$ cat config.mk
export PLATFORM = sky130hd
export DESIGN_NAME = modulator_control_status_regs
export DESIGN_NICKNAME = d
export VERILOG_FILES = /design/src/modulator_control_status_regs.v /design/src/ctl_word.v /design/src/sticky_flags.v
export VERILOG_INCLUDE_DIRS = /design/src
export SDC_FILE = /design/constraint.sdc
export NUM_CORES = 1
export LEC_CHECK = 0
export BUFFER_PORTS_ARGS = -buffer_cell sky130_fd_sc_hd__buf_2
export CAP_MARGIN = 20
export CELL_PAD_IN_SITES_DETAIL_PLACEMENT = 1
export CELL_PAD_IN_SITES_GLOBAL_PLACEMENT = 1
export CORE_MARGIN = 10
export CORE_UTILIZATION = 43
export CTS_BUF_LIST = sky130_fd_sc_hd__clkbuf_8
export DETAILED_ROUTE_END_ITERATION = 6
export PLACE_DENSITY = 0.85
export SLEW_MARGIN = 20
export SYNTH_ARGS = -nofsm -noshare
export SYNTH_HDL_FRONTEND = slang
export SYNTH_SLANG_ARGS = --single-unit
$ cat constraint.sdc
create_clock -name clock -period 2.4 [get_ports clock]
set_input_delay 0 -clock clock [delete_from_list [all_inputs] [get_ports clock]]
set_output_delay 0 -clock clock [all_outputs]
set_load 0.01 [all_outputs]
$ cat src/modreg_defines.vh
// constants for the modulator control and status register bank
// assumes inclusion by bare name from the design files of this block
`ifndef MODREG_DEFINES_VH
`define MODREG_DEFINES_VH

// ==========================================================
// host port address spaces
`define SPACE_STAGE0 3'h0
`define SPACE_STAGE1 3'h1
`define SPACE_STAGE2 3'h2
`define SPACE_STAGE3 3'h3
`define SPACE_TRANSFER 3'h4
`define SPACE_READ_SEL 3'h5

// ==========================================================
// control word addresses
`define ADDR_IRQ_STATUS 8'h08
`define ADDR_IRQ_ENABLE 8'h09
`define ADDR_CARRIER_STEP 8'h0A
`define ADDR_SYMBOL_STEP 8'h0B
`define ADDR_LOOP_MAX 8'h0C
`define ADDR_LOOP_MIN 8'h0D
`define ADDR_QUEUE_CLEAR 8'h0E
`define ADDR_BUFFER_UPDATE 8'h0F
`define ADDR_SOFT_RESET 8'h10
`define ADDR_FILTER_SEED 8'h11
`define ADDR_QUEUE_WRITE 8'h12

// ==========================================================
// soft reset key value
`define SOFT_RESET_KEY 8'h10

// ==========================================================
// status and enable bit positions, bit 7 unused
`define IRQ_WIDTH 7
`define BIT_QUEUE_FULL 6
`define BIT_QUEUE_EMPTY 5
`define BIT_QUEUE_OVERFLOW 4
`define BIT_QUEUE_UNDERFLOW 3
`define BIT_DIGITAL_LOCK 2
`define BIT_ANALOG_LOCK 1
`define BIT_RESET_DONE 0

// ==========================================================
// widths and reset values
`define WORD_WIDTH 32
`define SEED_WIDTH 19
`define RST_IRQ_ENABLE 7'h00
`define RST_CARRIER_STEP 32'h00000000
`define RST_SYMBOL_STEP 32'h00000000
`define RST_LOOP_MAX 32'h07FFFFFF
`define RST_LOOP_MIN 32'h00000000
`define RST_FILTER_SEED 19'h00000

`endif

$ cat src/modulator_control_status_regs.v
// upper control register bank of a quadrature modulator, host side
// assumes host port pins synchronous to clock; write taken on the
// falling edge of write_n while chip_select_n is low
//
// Notes on behaviour
// - status word: full, empty, over, under, locks, done
// - enable bits match status bits, reset zero
// - carrier phase step word, reset zero
// - symbol phase step word, reset zero
// - loop filter upper clamp, reset 7FFFFFF
// - loop filter lower clamp, reset zero
// - queue clear write gives one pulse
// - buffer update write gives one copy pulse
// - key value to space four sets soft reset
// - other value to space four releases soft reset
// - nineteen bit filter seed, reset zero
// - queue write location enables sample loading
`default_nettype none
`include "modreg_defines.vh"

module modulator_control_status_regs (
    input wire clock,
    input wire rst,
    input wire [2:0] port_addr,
    input wire [7:0] config_data_bus_in,
    output reg [7:0] config_data_bus_out,
    output wire config_data_bus_oe,
    input wire chip_select_n,
    input wire write_n,
    input wire read_n,
    input wire queue_full,
    input wire queue_empty,
    input wire queue_overflow,
    input wire queue_underflow,
    input wire digital_lock,
    input wire analog_lock,
    input wire input_sample_strobe,
    output wire [31:0] carrier_phase_step,
    output wire [31:0] symbol_phase_step,
    output wire [31:0] loop_filter_max,
    output wire [31:0] loop_filter_min,
    output wire [18:0] filter_seed,
    output wire [31:0] staging_register,
    output reg queue_clear_pulse,
    output reg buffer_update_pulse,
    output reg queue_write_pulse,
    output wire queue_load,
    output reg soft_reset,
    output wire irq
);

    // ==========================================================
    // host write detection
    reg write_n_d_r;
    reg [31:0] staging_r;
    wire write_evt;
    wire xfer;
    wire [7:0] xfer_addr;

    always @(posedge clock) begin
        if (rst) begin
            write_n_d_r <= 1'b1;
        end else begin
            write_n_d_r <= write_n;
        end
    end

    assign write_evt = write_n_d_r & ~write_n & ~chip_select_n;
    assign xfer = write_evt & (port_addr == `SPACE_TRANSFER);
    assign xfer_addr = config_data_bus_in;
    assign staging_register = staging_r;

    // ==========================================================
    // staging register bytes
    always @(posedge clock) begin
        if (rst) begin
            staging_r <= 32'h00000000;
        end else if (write_evt) begin
            case (port_addr)
                `SPACE_STAGE0: staging_r[7:0] <= config_data_bus_in;
                `SPACE_STAGE1: staging_r[15:8] <= config_data_bus_in;
                `SPACE_STAGE2: staging_r[23:16] <= config_data_bus_in;
                `SPACE_STAGE3: staging_r[31:24] <= config_data_bus_in;
                default: staging_r <= staging_r;
            endcase
        end
    end

    // ==========================================================
    // control words
    wire [6:0] irq_enable;

    ctl_word #(.WIDTH(7), .RESET_VALUE(`RST_IRQ_ENABLE)) u_enable (
        .clock(clock),
        .rst(rst),
        .load(xfer && xfer_addr == `ADDR_IRQ_ENABLE),
        .load_value(staging_r[6:0]),
        .value_r(irq_enable)
    );

    ctl_word #(.WIDTH(32), .RESET_VALUE(`RST_CARRIER_STEP)) u_carrier (
        .clock(clock),
        .rst(rst),
        .load(xfer && xfer_addr == `ADDR_CARRIER_STEP),
        .load_value(staging_r),
        .value_r(carrier_phase_step)
    );

    ctl_word #(.WIDTH(32), .RESET_VALUE(`RST_SYMBOL_STEP)) u_symbol (
        .clock(clock),
        .rst(rst),
        .load(xfer && xfer_addr == `ADDR_SYMBOL_STEP),
        .load_value(staging_r),
        .value_r(symbol_phase_step)
    );

    ctl_word #(.WIDTH(32), .RESET_VALUE(`RST_LOOP_MAX)) u_loop_max (
        .clock(clock),
        .rst(rst),
        .load(xfer && xfer_addr == `ADDR_LOOP_MAX),
        .load_value(staging_r),
        .value_r(loop_filter_max)
    );

    ctl_word #(.WIDTH(32), .RESET_VALUE(`RST_LOOP_MIN)) u_loop_min (
        .clock(clock),
        .rst(rst),
        .load(xfer && xfer_addr == `ADDR_LOOP_MIN),
        .load_value(staging_r),
        .value_r(loop_filter_min)
    );

    ctl_word #(.WIDTH(19), .RESET_VALUE(`RST_FILTER_SEED)) u_seed (
        .clock(clock),
        .rst(rst),
        .load(xfer && xfer_addr == `ADDR_FILTER_SEED),
        .load_value(staging_r[18:0]),
        .value_r(filter_seed)
    );

    // ==========================================================
    // write strobes and soft reset
    reg queue_load_en_r;
    reg boot_r;

    always @(posedge clock) begin
        if (rst) begin
            queue_clear_pulse <= 1'b0;
            buffer_update_pulse <= 1'b0;
            queue_write_pulse <= 1'b0;
            soft_reset <= 1'b0;
            queue_load_en_r <= 1'b0;
            boot_r <= 1'b1;
        end else begin
            boot_r <= 1'b0;
            queue_clear_pulse <= xfer && xfer_addr == `ADDR_QUEUE_CLEAR;
            buffer_update_pulse <= xfer && xfer_addr == `ADDR_BUFFER_UPDATE;
            queue_write_pulse <= xfer && xfer_addr == `ADDR_QUEUE_WRITE;
            if (xfer) begin
                soft_reset <= (xfer_addr == `SOFT_RESET_KEY);
            end
            if (queue_clear_pulse) begin
                queue_load_en_r <= 1'b0;
            end else if (queue_write_pulse) begin
                queue_load_en_r <= 1'b1;
            end
        end
    end

    // samples load only after the enabling write and until a queue clear
    assign queue_load = queue_load_en_r & input_sample_strobe;

    // ==========================================================
    // interrupt status
    reg soft_reset_d_r;
    wire [6:0] irq_status;
    wire [6:0] status_set;
    wire [6:0] status_clear;
    wire reset_done_evt;

    always @(posedge clock) begin
        if (rst) begin
            soft_reset_d_r <= 1'b0;
        end else begin
            soft_reset_d_r <= soft_reset;
        end
    end

    // done after hard reset release and after soft reset falls
    assign reset_done_evt = boot_r | (soft_reset_d_r & ~soft_reset);

    assign status_set[`BIT_QUEUE_FULL] = queue_full;
    assign status_set[`BIT_QUEUE_EMPTY] = queue_empty;
    assign status_set[`BIT_QUEUE_OVERFLOW] = queue_overflow;
    assign status_set[`BIT_QUEUE_UNDERFLOW] = queue_underflow;
    assign status_set[`BIT_DIGITAL_LOCK] = digital_lock;
    assign status_set[`BIT_ANALOG_LOCK] = analog_lock;
    assign status_set[`BIT_RESET_DONE] = reset_done_evt;

    // transfer to the status address clears bits set in staging byte 0
    assign status_clear = (xfer && xfer_addr == `ADDR_IRQ_STATUS) ?
        staging_r[6:0] : 7'h00;

    sticky_flags #(.WIDTH(`IRQ_WIDTH)) u_status (
        .clock(clock),
        .rst(rst),
        .set_bits(status_set),
        .clear_bits(status_clear),
        .flags_r(irq_status)
    );

    assign irq = |(irq_status & irq_enable);

    // ==========================================================
    // readback
    reg [31:0] hold_r;
    reg [31:0] read_word;

    always @* begin
        read_word = 32'h00000000;
        case (config_data_bus_in)
            `ADDR_IRQ_STATUS: read_word = {25'h0000000, irq_status};
            `ADDR_IRQ_ENABLE: read_word = {25'h0000000, irq_enable};
            `ADDR_CARRIER_STEP: read_word = carrier_phase_step;
            `ADDR_SYMBOL_STEP: read_word = symbol_phase_step;
            `ADDR_LOOP_MAX: read_word = loop_filter_max;
            `ADDR_LOOP_MIN: read_word = loop_filter_min;
            `ADDR_FILTER_SEED: read_word = {13'h0000, filter_seed};
            default: read_word = 32'h00000000;
        endcase
    end

    always @(posedge clock) begin
        if (rst) begin
            hold_r <= 32'h00000000;
            config_data_bus_out <= 8'h00;
        end else begin
            if (write_evt && port_addr == `SPACE_READ_SEL) begin
                hold_r <= read_word;
            end
            case (port_addr)
                `SPACE_STAGE0: config_data_bus_out <= hold_r[7:0];
                `SPACE_STAGE1: config_data_bus_out <= hold_r[15:8];
                `SPACE_STAGE2: config_data_bus_out <= hold_r[23:16];
                `SPACE_STAGE3: config_data_bus_out <= hold_r[31:24];
                default: config_data_bus_out <= 8'h00;
            endcase
        end
    end

    assign config_data_bus_oe = ~chip_select_n & ~read_n;

endmodule // modulator_control_status_regs

`default_nettype wire

$ cat src/ctl_word.v
// loadable control word with a fixed reset value
// assumes a synchronous active-high reset on the common clock
`default_nettype none

module ctl_word #(
    parameter WIDTH = 32,
    parameter [WIDTH-1:0] RESET_VALUE = {WIDTH{1'b0}}
) (
    input wire clock,
    input wire rst,
    input wire load,
    input wire [WIDTH-1:0] load_value,
    output reg [WIDTH-1:0] value_r
);

    always @(posedge clock) begin
        if (rst) begin
            value_r <= RESET_VALUE;
        end else if (load) begin
            value_r <= load_value;
        end
    end

endmodule // ctl_word

`default_nettype wire

$ cat src/sticky_flags.v
// sticky event flags, cleared bitwise, a set in the clear cycle wins
// assumes a synchronous active-high reset on the common clock
`default_nettype none

module sticky_flags #(
    parameter WIDTH = 7
) (
    input wire clock,
    input wire rst,
    input wire [WIDTH-1:0] set_bits,
    input wire [WIDTH-1:0] clear_bits,
    output reg [WIDTH-1:0] flags_r
);

    always @(posedge clock) begin
        if (rst) begin
            flags_r <= {WIDTH{1'b0}};
        end else begin
            flags_r <= (flags_r & ~clear_bits) | set_bits;
        end
    end

endmodule // sticky_flags

`default_nettype wire

==> Word level (Yosys, flattened, before mapping) <==
Index checks and enable logic that the tools add are counted.
{ "op_classes": {"div": 0, "n_lt_le_gt_ge": 0, "shifts": 0, "n_mul": 0, "n_reduce_logical": 18, "mux": 4, "eq_ne": 16, "bitwise": 15, "n_addsub": 0} }
{ "ops": {"columns": ["operator", "n"], "rows": [
  ["$pmux W32 S7", 1],
  ["$eq A8 B4 Y1 const B", 8],
  ["$pmux W8 S4", 1],
  ["$eq A8 B5 Y1 const B", 3],
  ["$and A7 B7 Y7", 2],
  ["$logic_and A1 B1 Y1", 11],
  ["$reduce_and A2 Y1", 4],
  ["$mux W7", 1],
  ["$not A7 Y7", 1],
  ["$or A7 B7 Y7", 1],
  ["$reduce_or A7 Y1", 1],
  ["$and A1 B1 Y1", 6],
  ["$eq A3 B2 Y1 const B", 2],
  ["$eq A3 B3 Y1 const B", 2],
  ["$not A1 Y1", 4],
  ["$eq A3 B1 Y1 const B", 1],
  ["$logic_not A3 Y1", 1],
  ["$reduce_or A2 Y1", 1],
  ["$mux W1", 1],
  ["$or A1 B1 Y1", 1]
]} }
{ "word_totals": {"ff_bits": 241, "mem_bits_rw": 0, "wordCells": 74, "rom_bits": 0, "output_inout_bits": 194, "latch_bits": 0, "mem_count": 0} }

==> Depth between registers and ports, before layout <==
Gate-level depths: netlist of the first run.
{ "depth": {"depth_word": 9, "depth_mapped": 7} }

==> Cells and area by module <==
From an unflattened synthesis of the first run, not the netlist that was laid out.
{ "hier_totals": {"hier_cells": 999, "hier_area_um2": 10124.7} }
{ "by_module_without_submodules": {"columns": ["mod", "seq_area_each_um2", "n_inst", "area_per_inst_um2", "cells_per_inst"], "rows": [
  ["modulator_control_status_regs", 1601.5, 1, 4217.8, 474],
  ["ctl_word (u_carrier ...)", 640.6, 3, 1163.6, 103],
  ["ctl_word (u_loop_max)", 640.6, 1, 1187.4, 105],
  ["ctl_word (u_seed)", 380.4, 1, 683.2, 61],
  ["sticky_flags", 140.1, 1, 297.8, 28],
  ["ctl_word (u_enable)", 140.1, 1, 247.7, 22]
]} }

==> Least setup slack after synthesis of the first run <==
Ideal clock, no wire load.
{ "synth_timing": {"path_kind": "reg-to-reg", "startpoint": "reg write_n_d_r", "endpoint": "reg u_carrier.value_r[21]", "path_buffers": 2, "setup_slack_ns": 0.527, "t_required_ns": 2.280, "stages_incl_launch_ff": 7, "setup_ns": 0.120, "t_arrival_ns": 1.754, "synth_period_minus_slack_ns": 1.873, "path_cell_list": "dfxtp_1 > nor4b_4 > nand2_4 > or4_1 > buf_6 > buf_6 > mux2i_1"} }
{ "synth_via": {"elab_chain_len": 4} }
{ "synth_lines": {"columns": ["item", "line", "rtl"], "rows": [
  ["from (decl)", "modulator_control_status_regs.v:54", "reg write_n_d_r;"],
  ["from (signal assigned)", "modulator_control_status_regs.v:64", "write_n_d_r <= write_n;"],
  ["$and A1 B1 Y1 (2 in series)", "modulator_control_status_regs.v:68", "assign write_evt = write_n_d_r & ~write_n & ~chip_select_n;"],
  ["$and A1 B1 Y1", "modulator_control_status_regs.v:69", "assign xfer = write_evt & (port_addr == `SPACE_TRANSFER);"],
  ["$logic_and A1 B1 Y1 (no line)", null, null],
  ["to (signal assigned)", "ctl_word.v:20", "value_r <= load_value;"],
  ["to (decl)", "ctl_word.v:13", "output reg [WIDTH-1:0] value_r"]
]} }
No other way between the ends.
A chain may end at the register's enable or synchronous reset.

==> Worst setup path after layout of the first run <==
{ "layout_timing": {"startpoint": "reg write_n_d_r", "endpoint": "reg u_enable.value_r[3]"} }
{ "layout_via": {"elab_chain_len": 4} }
{ "layout_lines": {"columns": ["item", "line"], "rows": [
  ["$and A1 B1 Y1 (2 in series)", "modulator_control_status_regs.v:68"],
  ["$and A1 B1 Y1", "modulator_control_status_regs.v:69"],
  ["$logic_and A1 B1 Y1 (no line)", null],
  ["to (signal assigned)", "ctl_word.v:20"],
  ["to (decl)", "ctl_word.v:13"]
]} }
No other way between the ends.

==> flow_summary.toml, run 1 <==
[synthesis]
synth_seq_cells = 241
ys_seq_area_share_pct = 45.1
syn_inst = 1172
yosysWarnings = 0
syn_avg_cell_area_um2 = 9.12
synthesis.nets = 1195
synth_flop_cell = "dfxtp_1"
synth_top_area_cell = "dfxtp_1"
synth-edff-count = 0
synthDistinctLibCells = 49
ys_top_cells_by_count = "dfxtp_1 (241), nand2_1 (212), mux2i_1 (100), nand2b_1 (100), a21oi_1 (92)"
synth_async_sr_flop_share_pct = 0
synth_top_cell_area_share_pct = 45.1
yosysMostFrequentCell = "dfxtp_1"
syn_area_um2 = 10700
synth_area_leaders = "dfxtp_1 (45%), mux2i_1 (9.4%), nand2_1 (7.4%)"

[timing]
finalCritPeriodShare_pct = 90.7
slew_violations = 0
holdWs_ns = 0.0466
min_period_ns = 2.18
finClkSkew_ns = 0.0246
max_freq_mhz = 459
rsz0062_at_grt = "no"
slew_headroom_pct = 50.5
finalHoldViolCount = 0
finalSetupTns_ns = 0
worst_slew_pin_slew_ns = 0.736
setup_viol = 0

[clocking]
post_cts_resized = 0
clkSinkCount = 241
clock-root-buffer = "clkbuf_8"
clk_pin_slew_ns = 0.06
postCtsSetupBuffers = 0
cts_tree = "yes"
postCtsHoldBufs = 18
cts_buffer_depth = 3
clk_latency_ns = 0.56
numCtsBuffers = 42
htreeDepth = 2

[pwr]
power_frac_seq_pct = 48.2
netSwitchingFraction_pct = 24.3
leakage_nw = 5.42
clkPwrFrac_pct = 46.4
power_density_nw_per_um2 = 636
pwr-share-comb_pct = 5.5
switchingPower_mw = 2.04
internal_power_mw = 6.35
peakVddDrop_uv = 315

[outcome]
outcome = "complete, no violations"

[layout]
register_area_um2 = 4820
fillers = 2859
final_util_pct = 54.1
fin_nets = 1414
stdcell_area_um2 = 13200
drive_gt1_share_pct = 24.1
areaGrowthSynthToFinish_pct = 23.5
multi_input_area_um2 = 5440

[worst_setup_path]
worst_ep_arrival_time_ns = 2.59
reg2reg_depth = 5
crit_cells = 5
cp_max_fo = 25
path_class = "reg2reg"
r2r_slack_ns = 0.22
cp.required_ns = 2.81
crit_chain = "nor4b_4 -> buf_4 -> nand4_1 -> nand3b_1 -> o21ai_0"
critPathSlowestCell = "nand4_1"
critPathTopFamily = "simple AND/OR/NAND/NOR gates"
cp_slowest_stage_delay_ns = 0.57
crit_path_end_kind = "register"
r2r_start = "write_n_d_r$_SDFF_PP1_"
r2r_end = "u_enable.value_r[3]$_SDFFE_PP0P_"
worst-path-buf-inv = 1
startpoint_type = "register"

[grt]
use_met2_pct = 42.9
grt_pass1_vias = 10842
grt_overflow = 0
grt.total_usage_pct = 25.7
antenna_found_initial = 1
met1_usage_pct = 31.6
grt-busiest-layer = "met2"
gr-usage-met3_pct = 5.89
grt_pass1_wl_um = 64200
grt_max_degree = 85

[placement]
place_area_um2 = 12100
hpwl_um = 28900
gp_congestion = 0.872
port_buffers = 216

[die]
die_x_um = 178
dieArea_um2 = 31600
fp.dieH_um = 178
core_um2 = 24400
initial_core_util_pct = 43.8
rows = 57
num_io_pins = 217

[route]
routed_wl_um = 42000
via_count = 10303
routedWlPerCell_um = 24.1
drt-initial-drc-count = 911
drtAntennaViolNets = 0
dr.pass1.iters = 5
drc = 0
routed_via_density = 5.90

[worst_hold_path]
hold_path_depth = 4
worstHoldEndpoint = "staging_register[18]$_SDFFE_PP0P_"
holdCritStartpoint = "config_data_bus_in[2]"
holdCritPathClass = "in2reg"

[job]
max_cap_violations = 0
==> flip-flops by register name, indices dropped and copies added (netlist names) <==
register             cells
soft_reset               1
soft_reset_d_r           1
u_loop_max.value_r      32
config_data_bus_out      8
staging_register        32
u_loop_min.value_r      32
queue_write_pulse        1
u_symbol.value_r        32
queue_load_en_r          1
u_seed.value_r          19
hold_r                  32
u_enable.value_r         7
boot_r                   1
write_n_d_r              1
u_carrier.value_r       32
u_status.flags_r         7
queue_clear_pulse        1
buffer_update_pulse      1
==> worst reg2reg max path: stages (launching register included) <==
cell	delay [ns]
dfxtp_1	0.36
nor4b_4	0.32
buf_4	0.35
nand4_1	0.57
nand3b_1	0.31
o21ai_0	0.12
==> power by group through the flow <==
stage | clock (mW) | combinational, mW | sequential, mW
after floorplan | 0 | 0.279 | 4.12
after detailed placement | 0 | 0.422 | 4.13
final | 3.89 | 0.460 | 4.04
after global routing | 4.10 | 0.484 | 4.04
after CTS | 3.93 | 0.450 | 4.04
after global placement | 0 | 0.413 | 4.13
==> cell usage in the layout, fill, tap and decap left out, drive strengths merged, types with 4 or more instances in the layout <==
cell type / netlist / layout
nand2: 213 / 213
nand4: 4 / 4
a21oi: 92 / 92
a311oi: 9 / 9
o311ai: 7 / 7
mux2i: 100 / 100
nor2b: 19 / 19
nand4b: 6 / 6
nor4bb: 24 / 24
a2bb2oi: 8 / 8
and4b: 15 / 15
nor4: 5 / 5
buf: 23 / 263
nor3b: 9 / 9
mux4: 8 / 8
clkbuf: 83 / 59
dlygate4sd3: 0 / 18
nand2b: 100 / 100
nor2: 11 / 11
a22oi: 16 / 16
nor3: 6 / 6
o221ai: 7 / 7
inv: 2 / 14
a22o: 32 / 32
dfxtp: 241 / 241
nand3: 36 / 36
o21ai: 15 / 15
nand3b: 34 / 34
o22ai: 22 / 22
==> metal layers <==
layer / wire length (um) / share of wire, % / up-vias
met3: 3420 / 8.1 / 103
met1: 17100 / 41 / 5118
met4: 1280 / 3.0 / 0
met5: 0 / 0 / -
li1: - / - / 4611
met2: 20200 / 48 / 471
==> final cells by class <==
type / instances / area share [%]
clock buffers: 59 / 6.15
multi-input cells: 823 / 41.2
clock inverters: 14 / 0.417
well taps: 324 / 3.07
repair buffers: 281 / 12.5
diodes: 1 / 0.0190
flip-flops and latches: 241 / 36.6
inverters: 2 / 0.0569
==> metrics by stage <==
| stage | cells | power [mW] | setup slack [ns] |
|---|---|---|---|
| final | 1745 | 8.39 | 0.223 |
| after global routing | 1745 | 8.63 | 0.0661 |
| after CTS | 1744 | 8.42 | 0.335 |
| after detailed placement | 1653 | 4.55 | 0.385 |
| after global placement | 1653 | 4.54 | 0.453 |
| after floorplan | 1172 | 4.40 | 0.527 |
==> cell families after synthesis <==
family | Yosys count | share of synthesized area, %
AO/OA/AOI/OAI | 215 | 13.2
buffers and inverters | 108 | 4.13
flip-flops | 241 | 45.1
multiplexers | 108 | 11.1
AND/OR/NAND/NOR | 500 | 26.4
==> how the worst max path moves through the flow <==
stage                                 from                                  to  slack, ns
floorplan           write_n_d_r$_SDFF_PP1_  u_carrier.value_r[21]$_SDFFE_PP0P_       0.53
global placement     config_data_bus_in[1]    u_enable.value_r[1]$_SDFFE_PP0P_       0.45
detailed placement   config_data_bus_in[1]    u_enable.value_r[1]$_SDFFE_PP0P_       0.38
CTS                 write_n_d_r$_SDFF_PP1_    u_enable.value_r[5]$_SDFFE_PP0P_       0.34
global route        write_n_d_r$_SDFF_PP1_    u_enable.value_r[3]$_SDFFE_PP0P_       0.07
finish              write_n_d_r$_SDFF_PP1_    u_enable.value_r[3]$_SDFFE_PP0P_       0.22
(Power assumes the default switching activity.)
==> run 2: changes to the inputs <==
--- a/config.mk
+++ b/config.mk
@@ -8,13 +8,12 @@
 export LEC_CHECK = 0
 export BUFFER_PORTS_ARGS = -buffer_cell sky130_fd_sc_hd__buf_2
 export CAP_MARGIN = 20
-export CELL_PAD_IN_SITES_DETAIL_PLACEMENT = 1
-export CELL_PAD_IN_SITES_GLOBAL_PLACEMENT = 1
 export CORE_MARGIN = 10
-export CORE_UTILIZATION = 43
+export CORE_UTILIZATION = 50
 export CTS_BUF_LIST = sky130_fd_sc_hd__clkbuf_8
 export DETAILED_ROUTE_END_ITERATION = 6
-export PLACE_DENSITY = 0.85
+export PLACE_DENSITY = 0.77
+export RECOVER_POWER = 25
 export SLEW_MARGIN = 20
 export SYNTH_ARGS = -nofsm -noshare
 export SYNTH_HDL_FRONTEND = slang
==> run 2 against run 1 <==
Net effect:
- utilization rose by 7.4 points
- worst hold slack improved by 0.026 ns
- fmax is 11% higher
- clock power fell by 8.0%
- cell area shrank 2.1%
- critical path depth unchanged
==> flow_summary.toml, run 2 (synthesis results as in run 1) <==
[outcome]
outcome = "complete, no violations"

[worst_hold_path]
hold_path_depth = 4
holdCritStartpoint = "config_data_bus_in[2]"
holdCritPathClass = "in2reg"
worstHoldEndpoint = "staging_register[2]$_SDFFE_PP0P_"

[route]
routed_via_density = 5.82
via_count = 9844
routedWlPerCell_um = 20.9
drc = 0
drt-initial-drc-count = 836
dr.pass1.iters = 7
routed_wl_um = 35300
drtAntennaViolNets = 0

[die]
dieArea_um2 = 27600
num_io_pins = 217
die_x_um = 166
fp.dieH_um = 166
initial_core_util_pct = 50.8
core_um2 = 21000
rows = 53

[placement]
port_buffers = 216
gp_congestion = 0.909
place_area_um2 = 12100
hpwl_um = 24900

[worst_setup_path]
r2r_start = "write_n_d_r$_SDFF_PP1_"
cp.required_ns = 2.81
reg2reg_depth = 5
worst_ep_arrival_time_ns = 2.37
critPathSlowestCell = "clkbuf_2"
worst-path-buf-inv = 4
cp_max_fo = 104
crit_path_end_kind = "register"
r2r_end = "u_enable.value_r[3]$_SDFFE_PP0P_"
startpoint_type = "input port"
r2r_slack_ns = 0.47
crit_chain = "dlygate4sd3_1 -> clkbuf_2 -> buf_12 -> buf_4 -> a21oi_1"
cp_slowest_stage_delay_ns = 1.04
path_class = "in2reg"
critPathTopFamily = "buffers and inverters"

[timing]
finalSetupTns_ns = 0
slew_violations = 0
max_freq_mhz = 509
finalCritPeriodShare_pct = 81.8
finClkSkew_ns = 0.0178
min_period_ns = 1.96
finalHoldViolCount = 0
slew_headroom_pct = 4.54
setup_viol = 0
rsz0062_at_grt = "no"
worst_slew_pin_slew_ns = 1.43

[clocking]
clk_pin_slew_ns = 0.06
postCtsSetupBuffers = 0
numCtsBuffers = 40
cts_buffer_depth = 3
clock-root-buffer = "clkbuf_8"
clkSinkCount = 241
clk_latency_ns = 0.53
htreeDepth = 2
cts_tree = "yes"

[grt]
grt_max_degree = 105
grt_pass1_vias = 9635
grt_overflow = 0
grt.total_usage_pct = 24.2
grt_pass1_wl_um = 55400
antenna_found_initial = 0

[layout]
stdcell_area_um2 = 12900
areaGrowthSynthToFinish_pct = 20.9
final_cell_mix = "dfxtp_1 (241), nand2_1 (212), buf_2 (108)"
diodes = 0
fin_nets = 1409
drive_gt1_share_pct = 16.3
final_common_cell = "dfxtp_1"

[pwr]
power_density_nw_per_um2 = 624
leakage_nw = 4.97
peakVddDrop_uv = 420
totalPowerFinal_mw = 8.06

[job]
max_cap_violations = 0
## run 2: changes by cell type in the layout (fill, tap and decap cells not counted), sizes merged
cell         delta
buf           -108
diode           -1
clkinv          +2
clkbuf         +97
bufinv          +1
inv             +3
dlygate4sd3     -2
clkinvlp        +2
## run 2: per-stage QoR
| stage | worst slack (ns) | std cells | hold slack, ns | util [%] |
|---|---|---|---|---|
| 4_1_cts | 0.498 | 1690 | 0.0385 | 62.1 |
| 3_5_place_dp | 0.486 | 1603 | 0.228 | 57.6 |
| 2_1_floorplan | 0.527 | 1172 | 0.0277 | - |
| 6_report | 0.436 | 1690 | 0.0728 | 61.5 |
| 3_3_place_gp | 0.533 | 1603 | 0.227 | 57.6 |
| 5_1_grt | 0.186 | 1690 | 0.0875 | 61.5 |
## run 2: worst max path at each step
stage          cells past startpoint                                   to                   start
2_1_floorplan                      6   u_carrier.value_r[21]$_SDFFE_PP0P_  write_n_d_r$_SDFF_PP1_
3_3_place_gp                       5     u_enable.value_r[5]$_SDFFE_PP0P_  write_n_d_r$_SDFF_PP1_
3_5_place_dp                       6   u_carrier.value_r[18]$_SDFFE_PP0P_            port_addr[1]
4_1_cts                            5     u_enable.value_r[6]$_SDFFE_PP0P_  write_n_d_r$_SDFF_PP1_
5_1_grt                            6     u_enable.value_r[2]$_SDFFE_PP0P_   config_data_bus_in[5]
6_report                           5  u_loop_max.value_r[30]$_SDFFE_PP0P_                     rst
## run 2: worst reg2reg max path: cells and delay by family, from the launching register on
kind            cells  cell delay, ns
compound gates      1            0.10
simple gates        3            1.04
flops               1            0.33
buf+inv             1            0.34
## run 2: repair_timing
item / CTS / global route
hold buffers: 16 / 0
gates resized for setup: 0 / 0
hold endpoints to repair: 73 / 0
## run 2: final cells by class
cell class / instances / area, um^2
Fill cell: 1867 / 8100
Multi-Input combinational cell: 823 / 5440
Clock inverter: 22 / 121
Sequential cell: 241 / 4820
Tap cell: 275 / 344
Timing Repair Buffer: 278 / 1510
Inverter: 2 / 7.51
Clock buffer: 49 / 674
## run 2: where the power goes
part	switching [mW]	leakage (nW)	internal (mW)	total, mW
Clock	1.63	0.462	1.95	3.58
Sequential	0.0213	1.94	4.02	4.04
Combinational	0.271	2.56	0.171	0.442
## run 2: metal layers
metal  track usage [%]  wire, um  vias up
li1                  -         -     4599
met1              32.1     15000     4722
met2              38.1     16400      448
met3              4.59      2800       75
met4              9.05      1100        0
met5                 0         0        -
